### config.mk
export PLATFORM = sky130hd
export DESIGN_NAME = acs_sequencer
export DESIGN_NICKNAME = d
export VERILOG_FILES = /design/src/acs_pkg.sv /design/src/acs_sequencer.sv /design/src/acs_prescaler.sv
export SDC_FILE = /design/constraint.sdc
export NUM_CORES = 1
export LEC_CHECK = 0
export BUFFER_PORTS_ARGS = -buffer_cell sky130_fd_sc_hd__buf_2
export CORE_UTILIZATION = 60
export DETAILED_ROUTE_END_ITERATION = 8
export GPL_ROUTABILITY_DRIVEN = 1
export PLACE_DENSITY = 0.84
export SLEW_MARGIN = 25
export SYNTH_ARGS = -nofsm -noshare
export SYNTH_HDL_FRONTEND = slang
export SYNTH_SLANG_ARGS = --single-unit
### constraint.sdc
create_clock -name sys_clk_i -period 5.3 [get_ports sys_clk_i]
set_input_delay 1.06 -clock sys_clk_i [delete_from_list [all_inputs] [get_ports sys_clk_i]]
set_output_delay 1.06 -clock sys_clk_i [all_outputs]
set_load 0.02 [all_outputs]
### src/acs_pkg.sv
// acs package: register map, field layout, timing constants and types
`default_nettype none
package acs_pkg;
  localparam int unsigned ACS_AW       = 8;
  localparam logic [7:0]  ACS_CTRL_OFS = 8'h00;
  localparam logic [7:0]  ACS_MUX_OFS  = 8'h04;
  localparam logic [7:0]  ACS_EVC_OFS  = 8'h08;
  localparam logic [7:0]  ACS_CMD_OFS  = 8'h0c;
  localparam logic [7:0]  ACS_IEN_OFS  = 8'h10;
  localparam logic [7:0]  ACS_FLG_OFS  = 8'h14;
  localparam logic [7:0]  ACS_RES_OFS  = 8'h18;
  localparam logic [7:0]  ACS_STS_OFS  = 8'h1c;
  localparam int unsigned ACS_EN_POS   = 0;
  localparam int unsigned ACS_FREE_POS = 1;
  localparam int unsigned ACS_RES_POS  = 2;
  localparam int unsigned ACS_ACC_POS  = 4;
  localparam int unsigned ACS_DIV_POS  = 8;
  localparam int unsigned ACS_REF_POS  = 12;
  localparam int unsigned ACS_DLY_POS  = 16;
  localparam int unsigned ACS_LEN_POS  = 24;
  localparam int unsigned ACS_STS_CH   = 8;
  localparam int unsigned ACS_STS_REF  = 4;
  localparam logic [2:0]  ACS_HSIZE_WD = 3'h2;
  localparam logic [8:0]  ACS_BASE_M1  = 9'h00c;
  localparam logic [8:0]  ACS_HOLD_M1  = 9'h001;
  localparam logic [8:0]  ACS_HOLD_CYC = 9'h002;
  localparam logic [2:0]  ACS_ACC_MAX  = 3'h6;
  localparam int unsigned ACS_RES_W    = 10;

  typedef enum logic [1:0] {ST_IDLE, ST_SYNC, ST_RUN} acs_phase_type;

  typedef struct packed {
    logic [7:0] smp_len;
    logic [3:0] smp_dly;
    logic [1:0] ref_sel;
    logic [2:0] div_sel;
    logic [2:0] accum;
    logic       res_sel;
    logic       free_run;
    logic       enable;
  } acs_ctrl_type;

  typedef struct packed {
    logic       sample;
    logic       busy;
    logic       res8;
    logic [1:0] ref_sel;
    logic [4:0] channel;
  } acs_conv_type;

  typedef struct packed {
    acs_phase_type phase;
    logic [8:0]    cyc;
    logic [6:0]    smp;
    logic [15:0]   acc;
    acs_ctrl_type  ctrl;
    logic [4:0]    ch_buf;
    logic [4:0]    ch_lk;
    logic [1:0]    ref_lk;
    logic          evt_en;
    logic          start;
    logic          stop;
    logic          ie;
    logic          flag;
    logic          irq;
    logic [15:0]   res;
    logic          evt_prev;
    logic          hold;
    logic          dp_wr;
    logic [7:0]    dp_addr;
    logic [31:0]   rdata;
  } acs_seq_type;

  typedef struct packed {
    logic [7:0] cnt;
    logic       clk;
    logic       tick;
  } acs_scale_type;

  localparam acs_seq_type   ACS_SEQ_RST   = '0;
  localparam acs_scale_type ACS_SCALE_RST = '0;

  function automatic acs_ctrl_type acs_ctrl_unpack(input logic [31:0] w);
    acs_ctrl_type r;
    r.enable   = w[ACS_EN_POS];
    r.free_run = w[ACS_FREE_POS];
    r.res_sel  = w[ACS_RES_POS];
    r.accum    = w[ACS_ACC_POS+:3];
    r.div_sel  = w[ACS_DIV_POS+:3];
    r.ref_sel  = w[ACS_REF_POS+:2];
    r.smp_dly  = w[ACS_DLY_POS+:4];
    r.smp_len  = w[ACS_LEN_POS+:8];
    return r;
  endfunction

  function automatic logic [31:0] acs_ctrl_pack(input acs_ctrl_type c);
    logic [31:0] w;
    w = 32'h0000_0000;
    w[ACS_EN_POS]       = c.enable;
    w[ACS_FREE_POS]     = c.free_run;
    w[ACS_RES_POS]      = c.res_sel;
    w[ACS_ACC_POS+:3]   = c.accum;
    w[ACS_DIV_POS+:3]   = c.div_sel;
    w[ACS_REF_POS+:2]   = c.ref_sel;
    w[ACS_DLY_POS+:4]   = c.smp_dly;
    w[ACS_LEN_POS+:8]   = c.smp_len;
    return w;
  endfunction
endpackage
`default_nettype wire

### src/acs_sequencer.sv
// acs sequencer: AHB-Lite registers and conversion sequencing
`timescale 1ns/1ps
`default_nettype none
module acs_sequencer
  import acs_pkg::*;
(
  input  wire logic       sys_clk_i,
  input  wire logic       rst_b_i,
  input  wire logic       hsel_i,
  input  wire logic [31:0] haddr_i,
  input  wire logic [1:0] htrans_i,
  input  wire logic       hwrite_i,
  input  wire logic [2:0] hsize_i,
  input  wire logic [31:0] hwdata_i,
  input  wire logic       hready_i,
  output logic            hreadyout_o,
  output logic            hresp_o,
  output logic [31:0]     hrdata_o,
  input  wire logic       event_i,
  input  wire logic       global_int_en_i,
  input  wire logic [9:0] conv_data_i,
  output var acs_conv_type conv_o,
  output logic            adc_clk_o,
  output logic            irq_o
);
  acs_seq_type s;
  acs_seq_type n;
  logic        scale_tick;
  logic        acc_ok;
  logic        rd_res;
  logic        cmd_set;
  logic        cmd_clr;
  logic        flag_clr;
  logic        evt_edge;
  logic        trig;
  logic        done;
  logic        last;
  logic        smp_end;
  logic        upd;
  logic [2:0]  acc_eff;
  logic [6:0]  smp_m1;
  logic [8:0]  tot_m1;
  logic [8:0]  hold_at;
  logic [15:0] smp_val;
  logic [8:0]  hlp_cyc_r;

  function automatic logic [31:0] rd_word(
    input acs_seq_type q,
    input logic [7:0]  a
  );
    logic [31:0] w;
    w = 32'h0000_0000;
    case (a)
      ACS_CTRL_OFS: begin
        w = acs_ctrl_pack(q.ctrl);
      end
      ACS_MUX_OFS: begin
        w[4:0] = q.ch_buf;
      end
      ACS_EVC_OFS: begin
        w[0] = q.evt_en;
      end
      ACS_CMD_OFS: begin
        w[0] = q.start;
      end
      ACS_IEN_OFS: begin
        w[0] = q.ie;
      end
      ACS_FLG_OFS: begin
        w[0] = q.flag;
      end
      ACS_RES_OFS: begin
        w[15:0] = q.res;
      end
      ACS_STS_OFS: begin
        w[0]              = q.start;
        w[ACS_STS_REF+:2] = q.ref_lk;
        w[ACS_STS_CH+:5]  = q.ch_lk;
      end
      default: begin
        w = 32'h0000_0000;
      end
    endcase
    return w;
  endfunction

  acs_prescaler u_scale (
    .sys_clk_i (sys_clk_i),
    .rst_b_i   (rst_b_i),
    .enable_i  (s.ctrl.enable),
    .run_i     (s.phase != ST_IDLE),
    .div_sel_i (s.ctrl.div_sel),
    .tick_o    (scale_tick),
    .adc_clk_o (adc_clk_o)
  );

  always_comb begin
    n = s;
    n.hold = 1'b0;
    cmd_set = 1'b0;
    cmd_clr = 1'b0;
    flag_clr = 1'b0;
    done = 1'b0;
    // bus address phase
    acc_ok = hsel_i & htrans_i[1] & hready_i & (hsize_i == ACS_HSIZE_WD);
    rd_res = acc_ok & ~hwrite_i & (haddr_i[7:0] == ACS_RES_OFS)
             & (haddr_i[31:8] == 24'h00_0000);
    n.dp_wr = acc_ok & hwrite_i;
    n.dp_addr = haddr_i[7:0];
    if (acc_ok && !hwrite_i && haddr_i[31:8] == 24'h00_0000) begin
      n.rdata = rd_word(s, haddr_i[7:0]);
    end else begin
      n.rdata = 32'h0000_0000;
    end
    // bus data phase
    if (s.dp_wr) begin
      case (s.dp_addr)
        ACS_CTRL_OFS: begin
          n.ctrl = acs_ctrl_unpack(hwdata_i);
        end
        ACS_MUX_OFS: begin
          n.ch_buf = hwdata_i[4:0];
        end
        ACS_EVC_OFS: begin
          n.evt_en = hwdata_i[0];
        end
        ACS_CMD_OFS: begin
          cmd_set = hwdata_i[0];
          cmd_clr = ~hwdata_i[0] & s.ctrl.free_run;
        end
        ACS_IEN_OFS: begin
          n.ie = hwdata_i[0];
        end
        ACS_FLG_OFS: begin
          flag_clr = hwdata_i[0];
        end
        default: begin
          n.ie = s.ie;
        end
      endcase
    end
    evt_edge = event_i & ~s.evt_prev;
    n.evt_prev = event_i;
    trig = s.ctrl.enable & (cmd_set | (s.evt_en & evt_edge));
    // sampling stretched by delay and length
    tot_m1 = ACS_BASE_M1 + 9'(s.ctrl.smp_dly) + 9'(s.ctrl.smp_len);
    hold_at = ACS_HOLD_M1 + 9'(s.ctrl.smp_dly) + 9'(s.ctrl.smp_len);
    acc_eff = (s.ctrl.accum > ACS_ACC_MAX) ? ACS_ACC_MAX : s.ctrl.accum;
    smp_m1 = 7'((8'h01 << acc_eff) - 8'h01);
    last = (s.smp == smp_m1);
    smp_end = (s.phase == ST_RUN) & (s.cyc >= tot_m1);
    if (s.ctrl.res_sel) begin
      smp_val = {8'h00, conv_data_i[ACS_RES_W-1:2]};
    end else begin
      smp_val = {6'h00, conv_data_i};
    end
    unique case (s.phase)
      ST_IDLE: begin
        if (trig) begin
          n.phase = ST_SYNC;
          n.start = 1'b1;
          n.stop = 1'b0;
          n.cyc = 9'h000;
          n.smp = 7'h00;
          n.acc = 16'h0000;
        end
      end
      ST_SYNC: begin
        // conversion begins on first divided edge
        if (scale_tick) begin
          n.phase = ST_RUN;
        end
      end
      ST_RUN: begin
        if (scale_tick) begin
          if (s.cyc == hold_at) begin
            n.hold = 1'b1;
          end
          if (smp_end) begin
            n.acc = s.acc + smp_val;
            n.cyc = 9'h000;
            if (last) begin
              done = 1'b1;
            end else begin
              n.smp = s.smp + 7'h01;
            end
          end else begin
            n.cyc = s.cyc + 9'h001;
          end
        end
      end
    endcase
    // start while busy leaves conversion alone
    if (s.phase != ST_IDLE) begin
      if (cmd_clr) begin
        n.stop = 1'b1;
      end else if (cmd_set) begin
        n.stop = 1'b0;
      end
    end
    if (done) begin
      n.res = s.acc + smp_val;
      n.acc = 16'h0000;
      n.smp = 7'h00;
      // restart only while start bit stays set
      if (s.ctrl.free_run && !s.stop && !cmd_clr) begin
        n.phase = ST_RUN;
      end else begin
        n.phase = ST_IDLE;
        n.start = 1'b0;
      end
    end
    // read or write one clears, set wins
    if (rd_res || flag_clr) begin
      n.flag = 1'b0;
    end
    // flag set regardless of irq enable
    if (done) begin
      n.flag = 1'b1;
    end
    // selections follow buffer only when safe
    upd = (s.phase == ST_IDLE) | (smp_end & last);
    // channel switch waits for conversion end
    if (upd) begin
      n.ch_lk = s.ch_buf;
      n.ref_lk = s.ctrl.ref_sel;
    end
    if (!s.ctrl.enable) begin
      n.phase = ST_IDLE;
      n.start = 1'b0;
      n.stop = 1'b0;
    end
    n.irq = s.flag & s.ie & global_int_en_i;
  end

  always_ff @(posedge sys_clk_i or negedge rst_b_i) begin
    if (!rst_b_i) begin
      s <= ACS_SEQ_RST;
    end else begin
      s <= n;
    end
  end

  assign hreadyout_o = 1'b1;
  assign hresp_o = 1'b0;
  assign hrdata_o = s.rdata;
  assign irq_o = s.irq;
  assign conv_o = '{sample:  s.hold,
                    busy:    s.start,
                    res8:    s.ctrl.res_sel,
                    ref_sel: s.ref_lk,
                    channel: s.ch_lk};

  // converter clocks since start of the current sample
  always_ff @(posedge sys_clk_i or negedge rst_b_i) begin
    if (!rst_b_i) begin
      hlp_cyc_r <= 9'h000;
    end else if (scale_tick && (s.phase == ST_SYNC || smp_end)) begin
      hlp_cyc_r <= 9'h000;
    end else if (scale_tick) begin
      hlp_cyc_r <= hlp_cyc_r + 9'h001;
    end
  end
endmodule
`default_nettype wire

### src/acs_prescaler.sv
// acs prescaler: converter clock and edge tick from the peripheral clock
`timescale 1ns/1ps
`default_nettype none
module acs_prescaler
  import acs_pkg::*;
(
  input  wire logic       sys_clk_i,
  input  wire logic       rst_b_i,
  input  wire logic       enable_i,
  input  wire logic       run_i,
  input  wire logic [2:0] div_sel_i,
  output logic            tick_o,
  output logic            adc_clk_o
);
  acs_scale_type s;
  acs_scale_type n;
  logic [7:0]    half_m1;
  logic [7:0]    full_m1;

  always_comb begin
    n = s;
    n.tick = 1'b0;
    half_m1 = 8'((9'h001 << div_sel_i) - 9'h001);
    full_m1 = 8'((9'h002 << div_sel_i) - 9'h001);
    if (!enable_i || !run_i) begin
      n = ACS_SCALE_RST;
    end else begin
      // divide by two to the select plus one
      n.cnt = (s.cnt == full_m1) ? 8'h00 : s.cnt + 8'h01;
      if (s.cnt == half_m1) begin
        n.tick = 1'b1;
        n.clk  = 1'b1;
      end
      if (s.cnt == full_m1) begin
        n.clk = 1'b0;
      end
    end
  end

  always_ff @(posedge sys_clk_i or negedge rst_b_i) begin
    if (!rst_b_i) begin
      s <= ACS_SCALE_RST;
    end else begin
      s <= n;
    end
  end

  assign tick_o    = s.tick;
  assign adc_clk_o = s.clk;
endmodule
`default_nettype wire

* Word-level counts from Yosys, hierarchy flattened
Index checks and enable logic that the tools add are counted.
** Cells by class
- Add/subtract/negate cells :: 11
- Multipliers :: 0
- Div/mod/pow operators :: 0
- $lt $le $gt $ge :: 2
- Equality and inequality tests :: 28
- Shift operators :: 3
- Multiplexer cells :: 50
- Bitwise logic cells :: 20
- Reduce and logical (&&, ||, !) cells :: 29
** Operators with widths (count)
- $mux 32 :: 2
- $pmux 32 s2 :: 1
- $eq 8x5->1 const B :: 6
- $mux 23 :: 2
- $mux 34 :: 1
- $eq 8x4->1 const B :: 4
- $logic_not 24->1 :: 1
- $mux 1 :: 21
- $mux 10 :: 2
- $add 5x8->9 :: 2
- $add 16x16->16 :: 1
- $eq 8x3->1 const B :: 2
- $eq 8x8->1 :: 2
- $logic_not 8->1 :: 2
- $mux 16 :: 1
- $mux 2 :: 8
- $sub 8x1->8 const B :: 2
- $and 1x1->1 :: 15
- $pmux 5 s3 :: 1
- $add 9x1->9 const B :: 1
- $eq 9x9->1 :: 1
- $ge 9x9->1 :: 1
- $mux 9 :: 1
- $ne 3x3->1 const B :: 3
- other kinds (41) :: 60
** Storage, ports and cells
- Register bits after elaboration :: 144
- Bits in latches :: 0
- Memory bits (writable) :: 0
- Memory bits (read-only) :: 0
- Input bits :: 86
- Output and inout port bits :: 46
- Logic and storage cells :: 173
- Memories kept :: 0

* Longest topological paths before layout
Gate-level depths: netlist (run 1).
- Depth after elaboration :: 11
- Mapped depth :: 18
- Mapped depth without buffers :: 16

* By module
From an unflattened synthesis (run 1), not the netlist that was laid out.
** Unflattened totals
- Cell total of the unflattened synthesis :: 788
- Area, all modules :: 8137.8 µm²
** By module, submodules not included
- acs_sequencer :: times used 1, cells each 690, area each 7265.7 µm², seq. area each 3253.1 µm²
- acs_prescaler :: times used 1, cells each 98, area each 872.1 µm², seq. area each 250.2 µm²

* Worst setup path before layout (run 1)
OpenSTA, ideal clock, no wires.
- Path type :: reg2reg
- From :: register s[89] (netlist name)
- To :: register s[103] (netlist name)
- Data arrival time :: 3473 ps
- Required time :: 5204 ps
- Path slack :: 1732 ps
- Stages on the path, launching flop included :: 19
- Cell sequence :: dfrtp_1 ha_1 ha_1 inv_1 fa_1 nor2b_1 o21ai_0 nand2b_1 nand3_1 xor2_1 ha_1 nand4_1 a21oi_1 a21oi_1 o22a_1 buf_2 clkbuf_1 nand2_1 o31ai_1
** On the way
- Word-level cells in the longest chain between the ends :: 9
- Elaborated cells on any way between the ends :: 13
** Ends and longest elaborated chain
- start, declared :: RTL line acs_sequencer.sv:26 : acs_seq_type s;
- start signal, assigned :: RTL line acs_sequencer.sv:240 : s <= n;
- $add 4x4->5 * :: RTL line acs_sequencer.sv:146 : tot_m1 = ACS_BASE_M1 + 9'(s.ctrl.smp_dly) + 9'(s.ctrl.smp_len);
- $add 5x8->9 * :: RTL line acs_sequencer.sv:146
- $ge 9x9->1 * :: RTL line acs_sequencer.sv:151 : smp_end = (s.phase == ST_RUN) & (s.cyc >= tot_m1);
- $and 1x1->1 * :: RTL line acs_sequencer.sv:151
- $mux 1 :: RTL line acs_sequencer.sv:179 : if (smp_end) begin
- $mux 1 :: RTL line acs_sequencer.sv:175 : if (scale_tick) begin
- $mux 1 :: RTL line acs_sequencer.sv:157 : unique case (s.phase)
- $ne 3x2->1 (no source line) (tied with other cells)
- $reduce_and 4->1 (no source line)
Mark *: on every way between the ends. The rest lies on a longest branch, timed or not.
A chain may end at the register's enable or synchronous reset.

* Worst setup path after layout (run 1)
- From :: register s[89] (netlist name)
- To :: register s[116] (netlist name)
** On the way
- Word-level cells in the longest chain between the ends :: 9
- Elaborated cells on any way between the ends :: 14
** Ends and longest elaborated chain (RTL line)
- $add 4x4->5 * :: acs_sequencer.sv:146
- $add 5x8->9 * :: acs_sequencer.sv:146
- $ge 9x9->1 * :: acs_sequencer.sv:151
- $and 1x1->1 * :: acs_sequencer.sv:151
- $mux 1 :: acs_sequencer.sv:179
- $mux 1 :: acs_sequencer.sv:175
- $mux 1 :: acs_sequencer.sv:157
- $ne 3x2->1 (no source line) (tied with other cells)
- $reduce_and 5->1 (no source line)
Marks and branches as above.

==> results of run 1 <==
power breakdown:
part           internal (mW)  total (mW)  switching [mW]
clock                  0.747        1.24           0.490
sequential              1.08        1.08         0.00668
combinational         0.0564       0.144          0.0879
kinds of logic (layout without fill, tap and decap cells):
family          after synthesis  count (layout)
buf+inv                     109             183
simple gates                249             249
flops                       140             140
fa+ha+maj                    38              38
xor+xnor                     48              48
compound gates              175             175
mux                          45              45
other cells                   2               7
worst max-delay path, delay by kind of cell (launching register included):
kind | cells | cell delay, ns
XOR/XNOR | 1 | 0.17
flip-flops | 1 | 0.39
AO/OA/AOI/OAI | 4 | 1.12
buffers and inverters | 2 | 0.26
multiplexers | 1 | 0.34
AND/OR/NAND/NOR | 5 | 0.75
adder cells (fa/ha/maj) | 4 | 1.20
layout make-up:
class / instances / area, sq um
multi-input combinational: 561 / 3950
fill: 929 / 3800
sequential: 140 / 3500
timing repair buffer: 121 / 624
clock buffer: 17 / 425
tap: 172 / 215
clock inverter: 15 / 190
inverter: 30 / 113
antenna: 1 / 2.50
worst paths after layout:
path,to,slack (ns),from,cells past startpoint
max reg2reg,s[116],0.97,s[89],17
min,s[108],0.49,s[108],2
max in group asynchronous,s[39],3.50,rst_b_i,2
max,s[116],0.97,s[89],17
min reg2reg,s[108],0.49,s[108],2
min in group asynchronous,u_scale.adc_clk_o,0.71,rst_b_i,1
layer usage:
| metal | wire length (um) | up-vias |
|---|---|---|
| li1 | - | 2942 |
| met4 | 685 | 0 |
| met2 | 9170 | 253 |
| met5 | 0 | - |
| met3 | 1250 | 56 |
| met1 | 7980 | 3085 |
through the flow:
step	util (%)	hold WS (ns)	cell area, sq um
2_1_floorplan	-	0.442	8050
3_3_place_gp	65.5	0.456	8400
3_5_place_dp	65.5	0.472	8400
4_1_cts	70.3	0.488	9020
5_1_grt	70.4	0.513	9020
6_report	70.4	0.487	9020
placed cells by master, fill, tap and decap left out, drive strengths merged, types with 10 or more instances in the layout:
master | Yosys | layout
a21oi | 32 | 32
a22o | 10 | 10
and2 | 11 | 11
and3 | 15 | 15
buf | 55 | 121
clkbuf | 24 | 17
dfrtp | 140 | 140
ha | 34 | 34
inv | 30 | 33
mux2 | 42 | 42
nand2 | 70 | 70
nand3 | 17 | 17
nor2 | 51 | 51
nor2b | 15 | 15
nor3 | 18 | 18
nor4 | 12 | 12
o21ai | 58 | 58
o31ai | 11 | 11
xnor2 | 22 | 22
xor2 | 26 | 26
synth_stat cells, types with 5 or more instances:
master                     instances
sky130_fd_sc_hd__nand3_1          17
sky130_fd_sc_hd__a21oi_1          32
sky130_fd_sc_hd__a21o_1            7
sky130_fd_sc_hd__or3_1             7
sky130_fd_sc_hd__a22o_1           10
sky130_fd_sc_hd__buf_4            44
sky130_fd_sc_hd__o31ai_1           8
sky130_fd_sc_hd__a211o_1           5
sky130_fd_sc_hd__mux2_2           41
sky130_fd_sc_hd__a222oi_1          8
sky130_fd_sc_hd__nand2_1          69
sky130_fd_sc_hd__clkbuf_1         24
sky130_fd_sc_hd__dfrtp_1         140
sky130_fd_sc_hd__buf_2             8
sky130_fd_sc_hd__nor2_1           50
sky130_fd_sc_hd__nand2b_1          9
sky130_fd_sc_hd__xnor2_1          22
sky130_fd_sc_hd__xor2_1           26
sky130_fd_sc_hd__nand4_1           5
sky130_fd_sc_hd__inv_1            29
sky130_fd_sc_hd__nor4_1           11
sky130_fd_sc_hd__nor3_1           17
sky130_fd_sc_hd__and3_1           15
sky130_fd_sc_hd__nor2b_1          15
sky130_fd_sc_hd__nor3b_1           5
sky130_fd_sc_hd__and2_1           11
sky130_fd_sc_hd__o21ai_0          56
sky130_fd_sc_hd__ha_1             34
sky130_fd_sc_hd__o22ai_1           7
flip-flops by register name, indices dropped and copies added, names as in the netlist:
name / count
u_scale.adc_clk_o: 1
u_scale.s: 8
conv_o: 10
hrdata_o: 28
s: 91
irq_o: 1
u_scale.tick_o: 1
==> out/results.txt, run 1 <==
Dividing the synthesized area by the synthesized cell count gives 9.96 sq um. The clock passes through at most 2 buffers. The pre-antenna-repair detailed-routing pass consisted of 5 iterations. The tools report the clock latency at the later pin of the worst-skew pair as 0.43 ns.

The synthesized design contains 0 enable-type register cells. The normalized max-slew margin came out at 31.8%. The area fraction in compound gates after synthesis came out at 15.1%.

The area share of and/or/nand/nor cells after synthesis was 15.9%; the power density over the cells was 273 nW/um^2. STA classifies the critical path endpoint as a flip-flop. The distinct cell type count after synthesis was 77; the TritonCTS buffer count was 17.

The type of origin of the critical path was a flip-flop. The analysis attributes to cell leakage a power of 4.33 nW. At the worst endpoint, the arrival time is 4.64 ns.

After synthesis, the largest family of logic cells by area is simple AND/OR/NAND/NOR gates. The synthesized netlist devotes 5.24% of its cell area to XOR and XNOR gates. The run gives 0 as the number of max-cap violations. The top cell type by area accounts for 43.6% of the synthesized area. The floorplan step set the die width to 118 um. During placement, the flow inserted port buffers numbering 116.

Buffers inserted to repair hold after CTS numbered 0. After Yosys synthesis, full adders, half adders and majority gates account for 6.29% of the synthesized area. The hold violation count in the final report was 0.

The number of placed instances with taps included came out at 1,024. The most common flop cell mapped by yosys is sky130_fd_sc_hd__dfrtp_1. By instance count, the cell type seen most on the critical path is sky130_fd_sc_hd__ha_1. The tools report the routability congestion estimate as 0.903. For this run, asynchronously set or reset flops after synthesis account for 100%. The flow ran to the end, and the final reports show no timing, DRC or antenna violations. Wire length per cell: 18.1 um.

VDD sags by at most 0.000183 V. For the setup skew after layout, the log shows 0.0114 ns. At the worst endpoint, the required time is 5.61 ns. The detailed-route via count came out at 6,336. The final layout contains routed wiring with a total length of 19,100 um.

The count of non-filler cells in the finished layout came out at 1,057. In the final layout, the share of cells above drive strength 1 is 24.2%. After detailed routing, the number of remaining DRC violations is 0. The area of the core is 12,800 sq um.

The critical path is of the reg -> reg type. The largest individual stage delay along the critical path comes from the cell sky130_fd_sc_hd__o22a_1. TritonCTS built the clock tree. In this run the remaining antenna-violating nets after routing total 0.

The logs give 0 ns for the final setup TNS and 1.07 ns for the pre-CTS setup slack. The first global-routing pass estimated 31,600 um of wire. For the final net count, the log shows 995. The logs give 1 for the initial antenna violation count and 0 for the total count of max-transition violations in the final report. The tightest min-delay check is of the reg -> reg type.

The routed design could run at a clock period as short as 4.33 ns. After detailed routing, the number of vias per cell comes to 5.99. The delay of the slowest cell on the worst path works out to 0.80 ns. In the finished design, the share of the clock period the worst path needs comes to 81.7%. The die is 118 um tall.

The synthesized design contains 140 register bits. Most utilized layer in the global route result: met2. By area the synthesized netlist is led by sky130_fd_sc_hd__dfrtp_1 44%, sky130_fd_sc_hd__mux2_2 5.7%, sky130_fd_sc_hd__ha_1 5.3%. The synthesized netlist cell count is 806. Die area: 13,800 sq um. Measured against the total synthesized area, the mux share comes to 6.31%. The Yosys step of the flow raised 0 warnings. Setup repair after global routing left no endpoint under its margin. The total overflow left after global routing is 0.

The wire-length estimate of the detail-placed layout is 12,900 um. In this run, the number of DRC markers left after iteration 0 of detailed routing was 550. Setup violations remaining at the end of the flow were counted as 0.

For this configuration, the core starts out at a cell density of 62.6%. The count of boundary I/O pins is 132, and the measured slew at the worst slew-check pin is 1.01 ns. The tools report the via count of the first global-routing pass as 6,320. The overall track demand over capacity in global routing is 29.1%. The run gives 231 MHz as the highest clock frequency the design can meet. Traced cell by cell, the critical path runs through ha_1 -> ha_1 -> inv_1 -> fa_1 -> nor2b_1 -> o21ai_0 -> nand2b_1 -> nand3_1 -> xor2_1 -> ha_1 -> nand4_1 -> a21oi_1 -> a21oi_1 -> buf_4 -> o22a_1 -> nor2_2 -> mux2_2.

The root buffer cell chosen for the clock tree is sky130_fd_sc_hd__clkbuf_16. The floorplan has 41 rows. In this run the worst path has a maximum fanout of 26.

The cell taking the most area after synthesis was sky130_fd_sc_hd__dfrtp_1. Setup slack closes at 0.970 ns. The tools report the number of H-tree levels as 4.

Post-CTS timing repair inserted 0 buffers for setup. The sequential cell area fraction in the yosys report was 43.6%; the layout overhead on the synthesized area was 12.4%. In the global route stage, met3 resource usage came out at 6.40%.

The tools report the synthesized cell area as 8030 sq um. The CTS clock-pin slew for the worst setup and hold paths is 0.06 ns, and the clock net sink count is 140. For this run, global-route usage on met2 was measured as 47.4%. Power comes to 2.47 mW. The post-cts sizing count came out at 0.

Entering global routing, the biggest net connects 96 pins. For this run, global-route usage on met1 was measured as 36.4%.
Note: power is estimated with default switching activity, not from simulation.
==> run 2, diff against run 1 <==
--- a/config.mk
+++ b/config.mk
@@ -6,10 +6,10 @@
 export NUM_CORES = 1
 export LEC_CHECK = 0
 export BUFFER_PORTS_ARGS = -buffer_cell sky130_fd_sc_hd__buf_2
-export CORE_UTILIZATION = 60
+export CORE_UTILIZATION = 52
 export DETAILED_ROUTE_END_ITERATION = 8
 export GPL_ROUTABILITY_DRIVEN = 1
-export PLACE_DENSITY = 0.84
+export PLACE_DENSITY = 0.77
 export SLEW_MARGIN = 25
 export SYNTH_ARGS = -nofsm -noshare
 export SYNTH_HDL_FRONTEND = slang
==> constraint.sdc (replaced) <==
create_clock -name sys_clk_i -period 3.5 [get_ports sys_clk_i]
set_input_delay 0.7 -clock sys_clk_i [delete_from_list [all_inputs] [get_ports sys_clk_i]]
set_output_delay 0.7 -clock sys_clk_i [all_outputs]
set_load 0.02 [all_outputs]
==> run 2 against run 1 <==
  * The run now ends with setup timing left
  * Non-clock buffer count grew 48
  * Cell count grew 5.9%
  * Clock power grew 47%
  * Sequential share of layout area shrank 3.5 points
  * Clock skew barely moved
  * Wire length grew 2.6%
  * Register-to-register slack lost 0.99 ns
  * Clock-buffer cell count increased by 3
  * Critical path depth fell by 1
  * Utilization shrank 4.9 points
  * Power increased by 50%
  * Critical path type unchanged
==> out/results.txt, run 2 (synthesized netlist as in run 1, its figures left out) <==
Setup repair after global routing could not meet its margin everywhere. The starting density of the core came out at 53.0% (was 62.6%). Most used cells in the layout excluding fill and tap cells: 140 x sky130_fd_sc_hd__dfrtp_1, 115 x sky130_fd_sc_hd__buf_2, 55 x sky130_fd_sc_hd__nand2_1 (was 140 x sky130_fd_sc_hd__dfrtp_1, 115 x sky130_fd_sc_hd__buf_2, 69 x sky130_fd_sc_hd__nand2_1). The tools report the pin count of the biggest net entering global routing as 81 (was 96). Maximum buffer depth of the clock tree: 2 (unchanged).

The run gives 0.000406 V (was 0.000183 V) as the worst supply voltage drop on vdd. The measured slew at the worst slew-check pin was 0.834 ns (was 1.01 ns); the power density over the cells was 374 nW/um^2 (was 273 nW/um^2). The type of origin of the critical path is a flip-flop (unchanged). The run gives 0.303 ns (was 0.487 ns) as the tightest hold margin. The flow ran to the end, but the final reports show violations. The share of post-route cells with drive strength above 1 is 33.0% (was 24.2%), and the die area is 15,900 sq um (was 13,800 sq um). The share of the clock period used by the worst path after layout was 101% (was 81.7%); the area of the core was 15,100 sq um (was 12,800 sq um). The tools report the count of hold-fix buffers inserted at cts as 0 (unchanged). The overall die height was 126 um (was 118 um); the part of the total power dissipated in the clock network was 49.2% (was 50.2%).

The remaining routing DRC violations is 0 (unchanged). The clock root buffer master was sky130_fd_sc_hd__clkbuf_16 (unchanged). The die width is 126 um (was 118 um). The logs give 0 (was 1) for the number of antenna repair diodes and 0.42 ns (was 0.43 ns) for the clock latency at the later pin of the worst-skew pair. For the final design utilization, the log shows 65.5% (was 70.4%). The count of endpoints failing setup in the final report came out at 1 (was 0).

Number of H-tree levels: 4 (unchanged). The aggregate global routing overflow is 0 (unchanged), and the count of buffers from port buffering is 116 (unchanged). The tools report the detailed-route via count as 6,496 (was 6,336). Kind of critical path: reg -> reg (unchanged). The final-layout fill cell count was 1,118 (was 929). The wire length per cell is 17.5 um (was 18.1 um), and the total leakage power is 4.70 nW (was 4.33 nW).

Overall track demand over capacity in global routing: 24.9% (was 29.1%). The CTS clock-pin slew for the worst setup and hold paths was 0.06 ns (about the same). The tools report the via count of the first global-routing pass as 6,134 (was 6,320). The via density per instance is 5.81 (was 5.99), and the number of detailed-routing iterations run before antenna repair is 5 (unchanged).

The logs give 0.0113 ns (was 0.0114 ns) for the setup skew after layout and 30,900 um (was 31,600 um) for the global-route wire length before repair. The leading cell type in the layout, fill and taps excluded is sky130_fd_sc_hd__dfrtp_1 (unchanged). The tools report the highest clock frequency the design can meet as 284 MHz (was 231 MHz).

TritonCTS built the clock tree. The delay of the slowest cell on the worst path works out to 0.43 ns (was 0.80 ns). The flip-flop count of the largest register, all copies and words added is 91 (unchanged), and the share of power burned in combinational logic is 6.5% (was 5.9%). The tools report the type of element capturing the critical path as a flip-flop (unchanged).

Cells traversed along the worst timing path: inv_1 -> ha_4 -> fa_2 -> nor2b_1 -> o21ai_1 -> nand2b_1 -> nand3_1 -> xor2_1 -> ha_1 -> nand4_1 -> a21oi_2 -> a21oi_4 -> or3_4 -> buf_6 -> a31o_1 -> a22o_1 (was ha_1 -> ha_1 -> inv_1 -> fa_1 -> nor2b_1 -> o21ai_0 -> nand2b_1 -> nand3_1 -> xor2_1 -> ha_1 -> nand4_1 -> a21oi_1 -> a21oi_1 -> buf_4 -> o22a_1 -> nor2_2 -> mux2_2). The tools report the net switching power of the design as 0.848 mW (was 0.584 mW). For the sequential power share, the log shows 44.3% (was 44.0%). The final reports fail on setup timing. The violation count after the first detailed-route iteration is 402 (was 550). For the worst setup slack after layout, the log shows -0.0186 ns (was 0.970 ns). Register with the most flip-flops: s (unchanged). The path category of the worst min-delay check was in -> async (was reg -> reg). For the count of boundary I/O pins, the log shows 132 (unchanged). The peak fanout along the critical path is 4 (was 26), and the depth of the worst register-to-register path is 16 (was 17).

Clock net sink count: 140 (unchanged). The total count of max-transition violations in the final report was 0 (unchanged). The remaining antenna violation count is 0 (unchanged). The worst path required time came out at 3.80 ns (was 5.61 ns).

The logs give 19,600 um (was 19,100 um) for the total length of routed wires and 3.82 ns (was 4.64 ns) for the arrival time reported for the critical path endpoint. The normalized max-slew margin was 44.2% (was 31.8%); the routability congestion estimate was 0.903 (about the same). The placed wire-length estimate after detailed placement is 13,200 um (was 12,900 um). For the TritonCTS buffer count, the log shows 17 (unchanged). The logs give 1,043 (was 995) for the final net count and 1 (unchanged) for the initial antenna violation count. Library cell contributing the largest single delay on the critical path: sky130_fd_sc_hd__or3_4 (was sky130_fd_sc_hd__o22a_1).

The tools report the number of max-cap violations as 0 (unchanged). The minimum period implied by the final worst setup slack works out to 3.52 ns (was 4.33 ns). The fraction of power spent switching nets works out to 22.9% (was 23.7%).

The layout overhead on the synthesized area came out at 23.5% (was 12.4%). For the floorplan row count, the log shows 45 (was 41). The hold violation count in the final report is 0 (unchanged), and the design internal power is 2.86 mW (was 1.88 mW).
run 2: cell count changes in the layout (fill, tap and decap cells not counted), moves of 6 or more:
cell	before	now
sky130_fd_sc_hd__o21ai_1	1	12
sky130_fd_sc_hd__nand2_4	0	6
sky130_fd_sc_hd__buf_6	1	9
sky130_fd_sc_hd__nand2_2	1	9
sky130_fd_sc_hd__o21ai_2	1	15
sky130_fd_sc_hd__o31ai_1	8	0
sky130_fd_sc_hd__mux2_4	1	8
sky130_fd_sc_hd__o31ai_4	1	9
sky130_fd_sc_hd__o21ai_0	56	31
sky130_fd_sc_hd__buf_4	5	34
sky130_fd_sc_hd__nand2_1	69	55
sky130_fd_sc_hd__mux2_2	41	34
run 2: timing repair:
| action | in CTS | in global routing |
|---|---|---|
| pin swaps | 15 | 19 |
| setup buffers | 2 | 2 |
| gates resized for setup | 40 | 81 |
| endpoints found under the setup margin | 47 | 54 |
| gates cloned | 1 | 3 |
run 2: worst paths after layout:
kind / slack, ns / to / from
setup / recovery: -0.02 / s[114] / s[90]
hold / removal: 0.30 / s[82] / rst_b_i
setup reg to reg: -0.02 / s[114] / s[90]
hold reg to reg: 0.50 / s[57] / s[57]
max in group asynchronous: 2.32 / s[91] / rst_b_i
min in group sys_clk_i: 0.40 / s[33] / haddr_i[1]
run 2: worst max-delay path: cells and delay by family (launching register included):
kind,cells,cell delay [ns]
AO/OA/AOI/OAI,5,0.74
adder cells (fa/ha/maj),3,0.91
AND/OR/NAND/NOR,5,0.87
buffers and inverters,2,0.28
XOR/XNOR,1,0.17
flip-flops,1,0.42
run 2: cell type report:
cell class | instances | area [sq um] | area share, %
multi-input combinational | 561 | 4320 | 43.6
timing repair buffer | 169 | 1150 | 11.6
tap | 188 | 235 | 2.37
clock inverter | 11 | 144 | 1.45
sequential | 140 | 3500 | 35.3
inverter | 30 | 113 | 1.14
clock buffer | 20 | 447 | 4.51
run 2: power groups by stage:
stage / Clock [mW] / Combinational (mW) / Sequential, mW
CTS: 1.84 / 0.224 / 1.64
floorplan: 0 / 0.110 / 1.67
finish: 1.82 / 0.240 / 1.64
global route: 1.91 / 0.266 / 1.64
detailed placement: 0 / 0.217 / 1.67
global placement: 0 / 0.214 / 1.67
run 2: per-layer routing:
layer  share of wire (%)  wire length (um)  global-route usage (%)  vias to the layer above
met1                  45              8730                    32.7                     3206
met2                  49              9590                    41.9                      212
met4                 1.9               367                    7.37                        0
li1                    -                 -                       -                     3044
met3                 4.6               900                    4.72                       34
met5                   0                 0                       0                        -
run 2: metrics by stage:
stage / cell area [sq um] / setup WS [ns] / cells / TNS [ns] / total power [mW]
after floorplan: 8050 / 0.0263 / 810 / 0 / 1.78
after global placement: 8780 / -0.157 / 1080 / -3.50 / 1.88
after detailed placement: 8780 / -0.213 / 1080 / -7.44 / 1.89
after CTS: 9540 / -0.0232 / 1114 / -0.0232 / 3.71
after global routing: 9910 / -0.166 / 1119 / -4.54 / 3.82
final: 9910 / -0.0186 / 1119 / -0.0186 / 3.71
==> run 3, diff against run 2 <==
--- a/config.mk
+++ b/config.mk
@@ -6,10 +6,9 @@
 export NUM_CORES = 1
 export LEC_CHECK = 0
 export BUFFER_PORTS_ARGS = -buffer_cell sky130_fd_sc_hd__buf_2
-export CORE_UTILIZATION = 52
+export CORE_UTILIZATION = 40
 export DETAILED_ROUTE_END_ITERATION = 8
 export GPL_ROUTABILITY_DRIVEN = 1
-export PLACE_DENSITY = 0.77
 export SLEW_MARGIN = 25
 export SYNTH_ARGS = -nofsm -noshare
 export SYNTH_HDL_FRONTEND = slang
==> run 3 against run 2 <==
  * The flow still finishes with violations (setup timing)
  * Sequential share of layout area hardly changed
  * Cell area about the same
  * Via count fell by 4.4%
  * Hold slack got worse by 0.099 ns
  * Utilization shrank 15 points
  * Setup slack worse by 0.054 ns
  * Highest routed layer unchanged
==> out/results.txt, run 3 (synthesized netlist as in run 1, its figures left out) <==
The logs give 0.840 (was 0.903) for the routability congestion estimate and 0.00771 ns (was 0.0113 ns) for the setup skew after layout. The global-route wire length before repair is 30,400 um (was 30,900 um), and the worst setup slack after layout is -0.0722 ns (was -0.0186 ns). The logs give 0 (unchanged) for the number of max-cap violations and 386 (was 402) for the violation count after the first detailed-route iteration.

For the starting density of the core, the log shows 41.0% (was 53.0%). Total length of routed wires: 19,300 um (was 19,600 um). The die width works out to 144 um (was 126 um). The count of boundary I/O pins is 132 (unchanged). The path category of the worst min-delay check was in -> async (unchanged). The run gives 0 (unchanged) as the aggregate global routing overflow.

The register with the most flip-flops is s (unchanged). The share of post-route cells with drive strength above 1 is 30.4% (was 33.0%), and the pre-CTS setup slack is -0.226 ns (was -0.213 ns). The normalized max-slew margin is 58.2% (was 44.2%), and the worst path required time is 3.81 ns (was 3.80 ns). The delay of the slowest cell on the worst path came out at 0.42 ns (was 0.43 ns). The tools report the type of origin of the critical path as a flip-flop (unchanged). Wire length per cell: 16.1 um (was 17.5 um). The die area was 20,600 sq um (was 15,900 sq um). For the clock latency at the later pin of the worst-skew pair, the log shows 0.42 ns (about the same).

The peak fanout along the critical path is 5 (was 4), and the total count of max-transition violations in the final report is 0 (unchanged). The power density over the cells is 400 nW/um^2 (was 374 nW/um^2), and the worst supply voltage drop on vdd is 0.000293 V (was 0.000406 V). The run gives 6,210 (was 6,496) as the detailed-route via count. The tools report the pin count of the biggest net entering global routing as 61 (was 81). The startpoint of the most critical register-to-register path is s[89] (was s[90]). Leading cell type in the layout, fill and taps excluded: sky130_fd_sc_hd__dfrtp_1 (unchanged). The most numerous cell type found on the critical path is sky130_fd_sc_hd__ha_4. The tools report the first element of the critical path as s[89] (was s[90]).

The depth of the worst register-to-register path works out to 17 (was 16). The minimum period implied by the final worst setup slack is 3.57 ns (was 3.52 ns), and the layout overhead on the synthesized area is 23.4% (was 23.5%). The tools report the clock root buffer master as sky130_fd_sc_hd__clkbuf_16 (unchanged). Kind of critical path: reg -> reg (unchanged). The run gives 140 (unchanged) as the clock net sink count. The CTS clock-pin slew for the worst setup and hold paths is 0.06 ns (about the same). The flow ran to the end, but the final reports show violations. The overall track demand over capacity in global routing came out at 19.3% (was 24.9%). The tools report the final-layout fill cell count as 1,809 (was 1,118). The count of buffers from port buffering is 116 (unchanged), and the initial antenna violation count is 0 (was 1). The flip-flop count of the largest register, all copies and words added came out at 91 (unchanged).

The number of antenna repair diodes is 0 (unchanged). Most used cells in the layout excluding fill and tap cells: 140 x sky130_fd_sc_hd__dfrtp_1, 115 x sky130_fd_sc_hd__buf_2, 66 x sky130_fd_sc_hd__nand2_1 (was 140 x sky130_fd_sc_hd__dfrtp_1, 115 x sky130_fd_sc_hd__buf_2, 55 x sky130_fd_sc_hd__nand2_1). Violations in the final reports: setup timing (unchanged). The hold violation count in the final report came out at 0 (unchanged).

The reg-to-reg endpoint is s[115] (was s[114]). Final net count: 1,043 (unchanged). The type of element capturing the critical path was a flip-flop (unchanged).

The floorplan row count is 51 (was 45). The logs give 4 (unchanged) for the number of H-tree levels and 13,700 um (was 13,200 um) for the placed wire-length estimate after detailed placement. Setup repair after global routing could not meet its margin everywhere.

The tools report the count of endpoints failing setup in the final report as 4 (was 1). The total leakage power was 4.70 nW (about the same); the measured slew at the worst slew-check pin was 0.623 ns (was 0.834 ns). For the via count of the first global-routing pass, the log shows 5,891 (was 6,134). The number of detailed-routing iterations run before antenna repair was 7 (was 5); the via density per instance was 5.19 (was 5.81). Overall die height: 144 um (was 126 um). The count of non-filler cells in the finished layout is 1,197 (was 1,119), and the maximum buffer depth of the clock tree is 2 (unchanged). For the remaining routing DRC violations, the log shows 0 (unchanged). The library cell contributing the largest single delay on the critical path is sky130_fd_sc_hd__or3_4 (unchanged). TritonCTS built the clock tree.

The run gives 280 MHz (was 284 MHz) as the highest clock frequency the design can meet. The number of placed instances with taps included is 1,158 (was 1,080), and the area of the core is 19,600 sq um (was 15,100 sq um). The remaining antenna violation count is 0 (unchanged). Cells traversed along the worst timing path: ha_4 -> ha_4 -> inv_2 -> fa_2 -> nor2b_1 -> o21ai_1 -> nand2b_1 -> nand3_1 -> xor2_1 -> ha_1 -> nand4_1 -> a21oi_2 -> a21oi_4 -> or3_4 -> buf_6 -> a31o_1 -> a22o_1 (was inv_1 -> ha_4 -> fa_2 -> nor2b_1 -> o21ai_1 -> nand2b_1 -> nand3_1 -> xor2_1 -> ha_1 -> nand4_1 -> a21oi_2 -> a21oi_4 -> or3_4 -> buf_6 -> a31o_1 -> a22o_1). The reg2reg setup slack was -0.07 ns (was -0.02 ns); the TritonCTS buffer count was 17 (unchanged). The arrival time reported for the critical path endpoint is 3.88 ns (was 3.82 ns), and the share of the clock period used by the worst path after layout is 102% (was 101%).
run 3: changes by cell type in the layout (fill, tap and decap cells not counted), moves of 6 or more:
cell	before	now
sky130_fd_sc_hd__o21ai_2	15	4
sky130_fd_sc_hd__o21ai_0	31	43
sky130_fd_sc_hd__mux2_4	8	1
sky130_fd_sc_hd__nand2_2	9	3
sky130_fd_sc_hd__mux2_2	34	41
sky130_fd_sc_hd__nand2_1	55	66
run 3: stage by stage:
stage	hold slack, ns	setup TNS (ns)	total power [mW]	utilization, %	instance area, sq um
floorplan	0.404	0	1.78	-	8050
CTS	0.224	-0.0930	3.98	49.0	9610
global route	0.242	-5.61	4.11	50.6	9910
detailed placement	0.467	-4.48	1.89	45.3	8870
global placement	0.455	-1.12	1.89	45.3	8870
finish	0.204	-0.144	3.96	50.6	9910
run 3: critical path, delay by kind of cell, from the launching register on:
family | cells | cell delay [ns]
adder cells (fa/ha/maj) | 4 | 1.07
AND/OR/NAND/NOR | 5 | 0.87
flip-flops | 1 | 0.41
XOR/XNOR | 1 | 0.16
AO/OA/AOI/OAI | 5 | 0.79
buffers and inverters | 2 | 0.18
run 3: where the power goes:
group          internal, mW  switching [mW]
combinational        0.0946           0.145
sequential             1.63         0.00999
clock                  1.39           0.697
total                  3.11           0.852
run 3: worst max path at each step:
stage	cells after the start	to	slack, ns
3_3_place_gp	17	s[115]	-0.11
6_report	17	s[115]	-0.07
5_1_grt	17	s[115]	-0.25
3_5_place_dp	17	s[115]	-0.23
2_1_floorplan	17	s[44]	0.03
4_1_cts	17	s[115]	-0.05
run 3: layer usage:
metal	up-vias	track usage [%]	share of wire [%]
met5	-	0	0
met4	0	4.87	0.84
met3	14	4.03	4.7
met2	158	30.4	47
met1	2991	26.9	48
li1	3047	-	-
run 3: final cells by class:
cell class,count,area [sq um],area share [%]
inverters,30,113,1.14
repair buffers,169,1130,11.4
flip-flops and latches,140,3500,35.3
clock inverters,8,175,1.77
clock buffers,24,512,5.16
well taps,265,332,3.34
multi-input cells,561,4150,41.8
run 3: repair_timing:
action / CTS / global route
setup endpoints to repair: 47 / 53
gates cloned: 0 / 5
pin swaps: 11 / 16
setup buffers: 0 / 2
resized for setup: 13 / 50
hold buffers: 0 / 0
